**config.mk**
```make
export PLATFORM = sky130hd
export DESIGN_NAME = fog_output_gating
export DESIGN_NICKNAME = d
export VERILOG_FILES = /design/src/fog_pkg.sv /design/src/fog_sync.sv /design/src/fog_output_gating.sv
export SDC_FILE = /design/constraint.sdc
export NUM_CORES = 1
export LEC_CHECK = 0
export BUFFER_PORTS_ARGS = -buffer_cell sky130_fd_sc_hd__buf_2
export CAP_MARGIN = 20
export CORE_UTILIZATION = 45
export DETAILED_ROUTE_END_ITERATION = 8
export GPL_ROUTABILITY_DRIVEN = 0
export PLACE_DENSITY = 0.65
export SETUP_SLACK_MARGIN = 0.15
export SLEW_MARGIN = 10
export SYNTH_ARGS = -nofsm -noshare
export SYNTH_HDL_FRONTEND = slang
export SYNTH_SLANG_ARGS = --single-unit
export TNS_END_PERCENT = 50
```
**constraint.sdc**
```tcl
create_clock -name sys_clk -period 3.2 [get_ports sys_clk]
set_input_delay 0.32 -clock sys_clk [delete_from_list [all_inputs] [get_ports sys_clk]]
set_output_delay 0.32 -clock sys_clk [all_outputs]
set_load 0.05 [all_outputs]
```
**src/fog_pkg.sv**
```systemverilog
// constants and types shared by the fanout output gating block
package fog_pkg;

  // output count and the range that owns a hardware enable pin
  localparam int NUM_OUT = 20;
  localparam int PIN_LO = 5;
  localparam int PIN_HI = 12;
  localparam int NUM_PIN = 8;

  // wishbone byte offsets
  localparam logic [3:0] REG_SW_ENABLE = 4'h0;
  localparam logic [3:0] REG_PIN_LEVEL = 4'h4;
  localparam logic [3:0] REG_STATUS = 4'h8;
  localparam logic [3:0] REG_GATE = 4'hc;

  // reset values
  localparam logic [19:0] SW_ENABLE_RESET = 20'hfffff;

  // status register bit positions
  localparam int ST_GOOD_SEEN = 0;
  localparam int ST_SAVING = 1;
  localparam int ST_STABLE = 2;
  localparam int ST_LATE = 3;
  localparam int ST_ADDR_LO = 4;
  localparam int ST_ADDR_HI = 6;

  // timing: output periods still delivered after a stop request
  localparam logic [2:0] STOP_PERIODS = 3'h4;
  // complement rising edges with the request low before power-down is taken
  localparam logic [1:0] PD_SAMPLES = 2'h2;
  // longest time from power good to stable clocks, and its cycle count
  localparam int SYS_CLK_MHZ = 125;
  localparam int STABLE_TIME_US = 1800;
  localparam int STABLE_CYCLES = STABLE_TIME_US * SYS_CLK_MHZ;

  // power pin interpretation
  typedef enum logic [1:0] {
    PWR_WAIT_GOOD,
    PWR_RUN,
    PWR_DOWN
  } fog_power_type;

endpackage

```
**src/fog_sync.sv**
```systemverilog
// two flip-flop synchroniser for a vector of asynchronous levels
`timescale 1ns/1ps
module fog_sync #(
  parameter int WIDTH = 1
) (
  input wire logic sys_clk, // system clock
  input wire logic rst, // synchronous reset, active high
  input wire logic [WIDTH-1:0] asyncIn, // levels from pins
  output logic [WIDTH-1:0] syncOut // levels in the sys_clk domain
);

  logic [WIDTH-1:0] firstStage;

  // first stage feeds only the second stage
  always_ff @(posedge sys_clk) begin
    if (rst) begin
      firstStage <= '0;
      syncOut <= '0;
    end else begin
      firstStage <= asyncIn;
      syncOut <= firstStage;
    end
  end

endmodule

```
**src/fog_output_gating.sv**
```systemverilog
// output enable and power-down gating for a twenty output clock fanout
//
// Implementation choices: the Wishbone interface to the registers and the register offsets.
`timescale 1ns/1ps
// Operation
// - each of twenty outputs individually enabled
// - enable pins asynchronous, low means run
// - software enable bits active high, reset enabled
// - pins exist only for outputs five to twelve
// - pinned output runs when bit 1, pin 0
// - other outputs run on power good and bit
// - disabled output drives both legs low
// - pin fall resumes output within ten periods
// - pin rise still delivers four clean cycles
// - pin rise disables within ten periods
// - power pin low disables every output
// - first power good rise captures configuration
// - later power pin low is power-down request
// - power-down request taken synchronously
// - release restarts enabled outputs cleanly
// - two complement rises low, stop at fall
// - stable clocks within 1.8 ms of power good
module fog_output_gating #(
  parameter int STABLE_CYCLES = fog_pkg::STABLE_CYCLES
) (
  input wire logic sys_clk, // reference clock, 125 MHz
  input wire logic rst, // synchronous reset, active high
  input wire logic [7:0] outputEnablePin_n, // hardware enables of outputs 12..5
  input wire logic power_good_or_down_pin, // power good, later power-down request low
  input wire logic [1:0] bus_addr_select_lo, // low address select level code
  input wire logic [1:0] bus_addr_select_hi, // high address select level code
  input wire logic wb_cyc_i, // wishbone cycle
  input wire logic wb_stb_i, // wishbone strobe
  input wire logic wb_we_i, // wishbone write enable
  input wire logic [3:0] wb_adr_i, // wishbone byte address
  input wire logic [3:0] wb_sel_i, // wishbone byte selects
  input wire logic [31:0] wb_dat_i, // wishbone write data
  output logic [31:0] wb_dat_o, // wishbone read data
  output logic wb_ack_o, // wishbone acknowledge
  output logic [19:0] fanout_clock_out, // true legs
  output logic [19:0] fanout_clock_out_complement // complement legs
);

  typedef struct packed {
    fog_pkg::fog_power_type power;
    logic phase;
    logic [19:0] gate;
    logic [19:0][2:0] stopCount;
    logic [1:0] lowCount;
    logic [19:0] swEnable;
    logic [3:0] addrSel;
    logic goodSeen;
    logic stable;
    logic late;
    logic [17:0] stableCount;
    logic ack;
    logic [31:0] rdData;
    logic [19:0] trueOut;
    logic [19:0] compOut;
  } fog_state_type;

  fog_state_type s;
  fog_state_type next_s;

  logic [12:0] syncLevel;
  logic [7:0] pinLevel;
  logic powerPin;
  logic [3:0] addrLevel;
  logic busReq;

  // true when output index owns a hardware enable pin
  function automatic logic hasPin(input int idx);
    hasPin = (idx >= fog_pkg::PIN_LO) && (idx <= fog_pkg::PIN_HI);
  endfunction

  // run request of one output from its software bit and its pin
  function automatic logic wantRun(input int idx, input logic swBit,
                                   input logic [7:0] pins);
    logic pinOk;
    pinOk = 1'b1;
    if (hasPin(idx)) begin
      pinOk = ~pins[idx - fog_pkg::PIN_LO];
    end
    wantRun = swBit & pinOk;
  endfunction

  // all pins pass two flops before any logic reads them
  fog_sync #(
    .WIDTH(13)
  ) u_sync (
    .sys_clk(sys_clk),
    .rst(rst),
    .asyncIn({bus_addr_select_hi, bus_addr_select_lo, power_good_or_down_pin,
              outputEnablePin_n}),
    .syncOut(syncLevel)
  );

  // split synchronised levels
  assign pinLevel = syncLevel[7:0];
  assign powerPin = syncLevel[8];
  assign addrLevel = syncLevel[12:9];
  assign busReq = wb_cyc_i & wb_stb_i;

  // next state of the whole block
  always_comb begin
    logic runAllowed;
    logic updatePoint;
    logic [31:0] status;
    runAllowed = 1'b0;
    updatePoint = 1'b0;
    status = '0;
    next_s = s;

    // reference divided by two; update point is phase low to high
    next_s.phase = ~s.phase;
    updatePoint = ~s.phase;

    // power pin interpretation
    case (s.power)
      fog_pkg::PWR_WAIT_GOOD: begin
        if (powerPin) begin
          next_s.power = fog_pkg::PWR_RUN;
          next_s.goodSeen = 1'b1;
          next_s.addrSel = addrLevel;
          next_s.lowCount = '0;
        end
      end
      fog_pkg::PWR_RUN: begin
        // phase high to low is the complement rising edge
        if (s.phase) begin
          if (!powerPin) begin
            next_s.lowCount = s.lowCount + 2'h1;
            if (s.lowCount + 2'h1 >= fog_pkg::PD_SAMPLES) begin
              next_s.power = fog_pkg::PWR_DOWN;
            end
          end else begin
            next_s.lowCount = '0;
          end
        end
      end
      fog_pkg::PWR_DOWN: begin
        if (powerPin) begin
          next_s.power = fog_pkg::PWR_RUN;
          next_s.lowCount = '0;
        end
      end
      default: begin
        next_s.power = fog_pkg::PWR_WAIT_GOOD;
      end
    endcase

    // down state and waiting for power good both hold outputs off
    runAllowed = (s.power == fog_pkg::PWR_RUN);

    // per output gate changes only at the update point, true leg low
    for (int i = 0; i < fog_pkg::NUM_OUT; i++) begin
      if (updatePoint) begin
        if (!runAllowed) begin
          next_s.gate[i] = 1'b0;
          next_s.stopCount[i] = fog_pkg::STOP_PERIODS;
        end else if (wantRun(i, s.swEnable[i], pinLevel)) begin
          next_s.gate[i] = 1'b1;
          next_s.stopCount[i] = fog_pkg::STOP_PERIODS;
        end else if (s.gate[i] && s.stopCount[i] != 3'h0) begin
          next_s.stopCount[i] = s.stopCount[i] - 3'h1;
        end else begin
          next_s.gate[i] = 1'b0;
        end
      end
    end

    // stable once the first gate update in run has happened
    if (runAllowed && updatePoint) begin
      next_s.stable = 1'b1;
    end
    if (s.goodSeen && !s.stable && !s.late) begin
      next_s.stableCount = s.stableCount + 18'h1;
      if (s.stableCount >= 18'(STABLE_CYCLES - 1)) begin
        next_s.late = 1'b1;
      end
    end

    // disabled outputs drive both legs low
    next_s.trueOut = {20{next_s.phase}} & next_s.gate;
    next_s.compOut = {20{~next_s.phase}} & next_s.gate;

    // status word
    status[fog_pkg::ST_GOOD_SEEN] = s.goodSeen;
    status[fog_pkg::ST_SAVING] = (s.power == fog_pkg::PWR_DOWN);
    status[fog_pkg::ST_STABLE] = s.stable;
    status[fog_pkg::ST_LATE] = s.late;
    status[fog_pkg::ST_ADDR_LO +: 2] = s.addrSel[1:0];
    status[fog_pkg::ST_ADDR_HI +: 2] = s.addrSel[3:2];

    // wishbone slave: one wait state, ack drops after one cycle
    next_s.ack = busReq & ~s.ack;
    if (busReq && !s.ack) begin
      next_s.rdData = '0;
      if (wb_we_i) begin
        if (wb_adr_i == fog_pkg::REG_SW_ENABLE) begin
          if (wb_sel_i[0]) begin
            next_s.swEnable[7:0] = wb_dat_i[7:0];
          end
          if (wb_sel_i[1]) begin
            next_s.swEnable[15:8] = wb_dat_i[15:8];
          end
          if (wb_sel_i[2]) begin
            next_s.swEnable[19:16] = wb_dat_i[19:16];
          end
        end
      end else begin
        case (wb_adr_i)
          fog_pkg::REG_SW_ENABLE: next_s.rdData = {12'h000, s.swEnable};
          fog_pkg::REG_PIN_LEVEL: next_s.rdData = {24'h000000, pinLevel};
          fog_pkg::REG_STATUS: next_s.rdData = status;
          fog_pkg::REG_GATE: next_s.rdData = {12'h000, s.gate};
          default: next_s.rdData = '0;
        endcase
      end
    end
  end

  // register the whole state
  always_ff @(posedge sys_clk) begin
    if (rst) begin
      s.power <= fog_pkg::PWR_WAIT_GOOD;
      s.phase <= 1'b0;
      s.gate <= '0;
      s.stopCount <= {20{fog_pkg::STOP_PERIODS}};
      s.lowCount <= '0;
      s.swEnable <= fog_pkg::SW_ENABLE_RESET;
      s.addrSel <= '0;
      s.goodSeen <= 1'b0;
      s.stable <= 1'b0;
      s.late <= 1'b0;
      s.stableCount <= '0;
      s.ack <= 1'b0;
      s.rdData <= '0;
      s.trueOut <= '0;
      s.compOut <= '0;
    end else begin
      s <= next_s;
    end
  end

  // outputs straight from flops
  assign fanout_clock_out = s.trueOut;
  assign fanout_clock_out_complement = s.compOut;
  assign wb_ack_o = s.ack;
  assign wb_dat_o = s.rdData;

endmodule

```
==> results.toml <==
[global_route]
grt-busiest-layer = "met2"
grt_pass1_wl_microns = 32750
met3_usage = 0.03188
grt_pass1_vias = 6426
antenna_found_initial = 0
grtUsageMet1 = 0.2523
met2_usage = 0.3119
grt_max_degree = 70
overflow = 0
globalRouteTotalUtil = 0.1891

[timing]
skew_ns = 0.01393
finalHoldViolations = 0
setup_viol = 0
rsz0062_at_grt = "false"
fmax_mhz = 489.5
period_needed_ns = 2.043
drv_slew = 0
period_share = 0.6385
hold_slack_ns = 0.02400
worst_pin_slew_ns = 0.9656
maxSlewHeadroom = 0.3546
tns_ns = 0

[worst_setup_path]
required_ns = 3.64
worstSetupStartpoint = "s[200]"
critPathTopFamily = "simple AND/OR/NAND/NOR gates"
worst_ep_arrival_time_ns = 2.48
critPathBufInv = 0
worstPathMaxFanout = 22
path_cells = "or3b_4, or3b_1, mux2_2, nor2_1"
critical_path_class = "flop to flop"
cp-end-kind = "flop"
r2r_start = "s[200]"
slowest_stage = "or3b_4"
start_kind = "flop"
max_stage_delay_ns = 0.64

[logic_synthesis]
seq_area_frac_synth = 0.4640
yosys.area.top_type = "dfxtp_1"
synth_cell_types = 60
yosys.area_share.simple = 0.2067
synth_top_family_by_area = "simple AND/OR/NAND/NOR gates"
synthFlopType = "dfxtp_1"
yosys-top-cells-area = "dfxtp_1, buf_4, ha_1"
synth_area_per_cell_sq_um = 9.215
ys_ff_latch = 217
synthMuxAreaShare = 0.01523
async_reset_ff_frac = 0
synth-edff-count = 0
ys_warn_count = 0
syn_inst = 1016
yosysTopAreaCellShare = 0.4640
synth_xor_xnor_area_share = 0.01029
synth_compound_area_frac = 0.1360
yosys.area_share.adder = 0.05479
synth.cell_area_sq_mm = 0.009363

[floorplanning]
fp.dieW_microns = 146.2
coreArea_sq_mm = 0.02030
dieHeight_microns = 146.2
pin_count = 131
start_util = 0.4612
num_rows = 52
dieArea_sq_mm = 0.02139

[route]
postRouteAntennaNets = 0
drc = 0
drt_iter0_markers = 350
first_pass_iters = 5
post_drt_via_cell_ratio = 5.060
wl_microns = 19930
vias = 6796
wl_per_cell_microns = 14.84

[placed_design]
place_area_sq_mm = 0.009689
portBuffers = 105
hpwl_microns = 13650
dp_cells = 1303

[run_status]
status = "finished clean"

[clocking]
cts_tree = "built"
clock_latency_ns = 0.51
cts_sinks = 217
clk_pin_slew_ns = 0.06
cts.htree.levels = 1
cts_resized = 0
post-cts-setup-buffer-count = 0
root_buffer = "clkbuf_16"
numCtsBuffers = 23
ctsLongestPathBuffers = 3
cts_hold_buf = 0

[final_layout]
n_fill_cell = 1895
fin_util = 0.5165
nets = 1157
syn_to_final_growth_pct = 11.99
antenna_cells = 0
layout-drive-gt1-share = 0.1957
regArea_sq_mm = 0.004344
post-route-cell-area_sq_mm = 0.01049
multi_input_area_sq_mm = 0.004036
fin_cells = 1343

[worst_hold_path]
hp-start = "outputEnablePin_n[5]"
hp-class = "input pin to flop"

[pwr]
p_per_area_mw_per_mm2 = 556.1
p_leak_nw = 4.394
ir_drop_mv = 0.3091

[flow_run]
maxCapViolations = 0
worst paths after layout:
kind | end | slack, ns | cells after the start
min | u_sync.firstStage[5] | 0.02 | 2
max reg2reg | s[138] | 1.16 | 4
min reg2reg | u_sync.syncOut[4] | 0.44 | 1
max | s[138] | 1.16 | 4
power breakdown:
| part | internal, W | leakage (nW) | switching (W) |
|---|---|---|---|
| Combinational | 0.0000947 | 2.24 | 0.000210 |
| Sequential | 0.00274 | 1.76 | 0.0000262 |
| Clock | 0.00168 | 0.392 | 0.00108 |
cell families after synthesis:
| group | Yosys count |
|---|---|
| muxes | 13 |
| xor gates and xnor gates | 11 |
| and+or+nand+nor | 346 |
| adders and majority gates | 41 |
| other | 1 |
| DFF | 217 |
| AOI/OAI and AO/OA | 185 |
| buffers and inverters | 202 |
synthesized netlist by cell type, types with 12 or more instances:
cell	count
a22oi_1	12
nor3_1	22
a21oi_1	60
clkbuf_1	29
inv_1	88
nor3b_1	18
buf_4	72
or2_2	32
and2_1	20
nand3_1	16
nand2_1	20
dfxtp_1	217
a22o_1	19
nor2b_1	30
ha_1	41
nand2b_1	51
a211oi_1	16
nor2_1	95
per-stage QoR:
step,power [W],setup WS [ns]
floorplan,0.003044,1.439
global placement,0.003131,0.8603
detailed placement,0.003131,0.8193
CTS,0.005900,1.141
global route,0.006027,1.044
finish,0.005831,1.157
sequential cells by signal, indices dropped and copies added, names as in the netlist:
| register | flops |
|---|---|
| s | 130 |
| fanout_clock_out | 20 |
| fanout_clock_out_complement | 20 |
| wb_dat_o | 20 |
| u_sync.firstStage | 13 |
| u_sync.syncOut | 13 |
| wb_ack_o | 1 |
routing by layer:
metal  up-vias  wire [microns]
met3        35             993
met4         0             486
met1      3163            9413
li1       3444               -
met2       154            9040
met5         -               0
layout make-up:
cell class	count	area share
Clock buffer	29	0.06181
Clock inverter	11	0.01408
Inverter	88	0.03150
Multi-Input combinational cell	608	0.3850
Sequential cell	217	0.4143
Tap cell	270	0.03222
Timing Repair Buffer	120	0.06110
layout by cell type (no fill, tap or decap), types with 5 or more instances in the layout:
| cell | n |
|---|---|
| a211o_1 | 9 |
| a211oi_1 | 16 |
| a21o_1 | 11 |
| a21oi_1 | 60 |
| a221oi_1 | 7 |
| a22o_1 | 19 |
| a22oi_1 | 12 |
| a2bb2oi_1 | 9 |
| a31oi_1 | 8 |
| and2_1 | 20 |
| buf_2 | 104 |
| buf_4 | 16 |
| clkbuf_16 | 23 |
| clkbuf_8 | 5 |
| conb_1 | 12 |
| dfxtp_1 | 217 |
| ha_1 | 41 |
| inv_1 | 88 |
| mux2_2 | 6 |
| mux2i_1 | 6 |
| nand2_1 | 20 |
| nand2b_1 | 51 |
| nand3_1 | 16 |
| nand4_1 | 5 |
| nor2_1 | 95 |
| nor2b_1 | 30 |
| nor3_1 | 22 |
| nor3b_1 | 18 |
| nor4_1 | 5 |
| o21ai_0 | 11 |
| o2bb2ai_1 | 6 |
| o31ai_1 | 6 |
| or2_2 | 32 |
| xor2_1 | 7 |
worst reg2reg max path, stage by stage (launching register included):
cell,delay (ns)
dfxtp_1,0.50
or3b_4,0.64
or3b_1,0.48
mux2_2,0.28
nor2_1,0.08
Power figures use the tool's default switching activity.
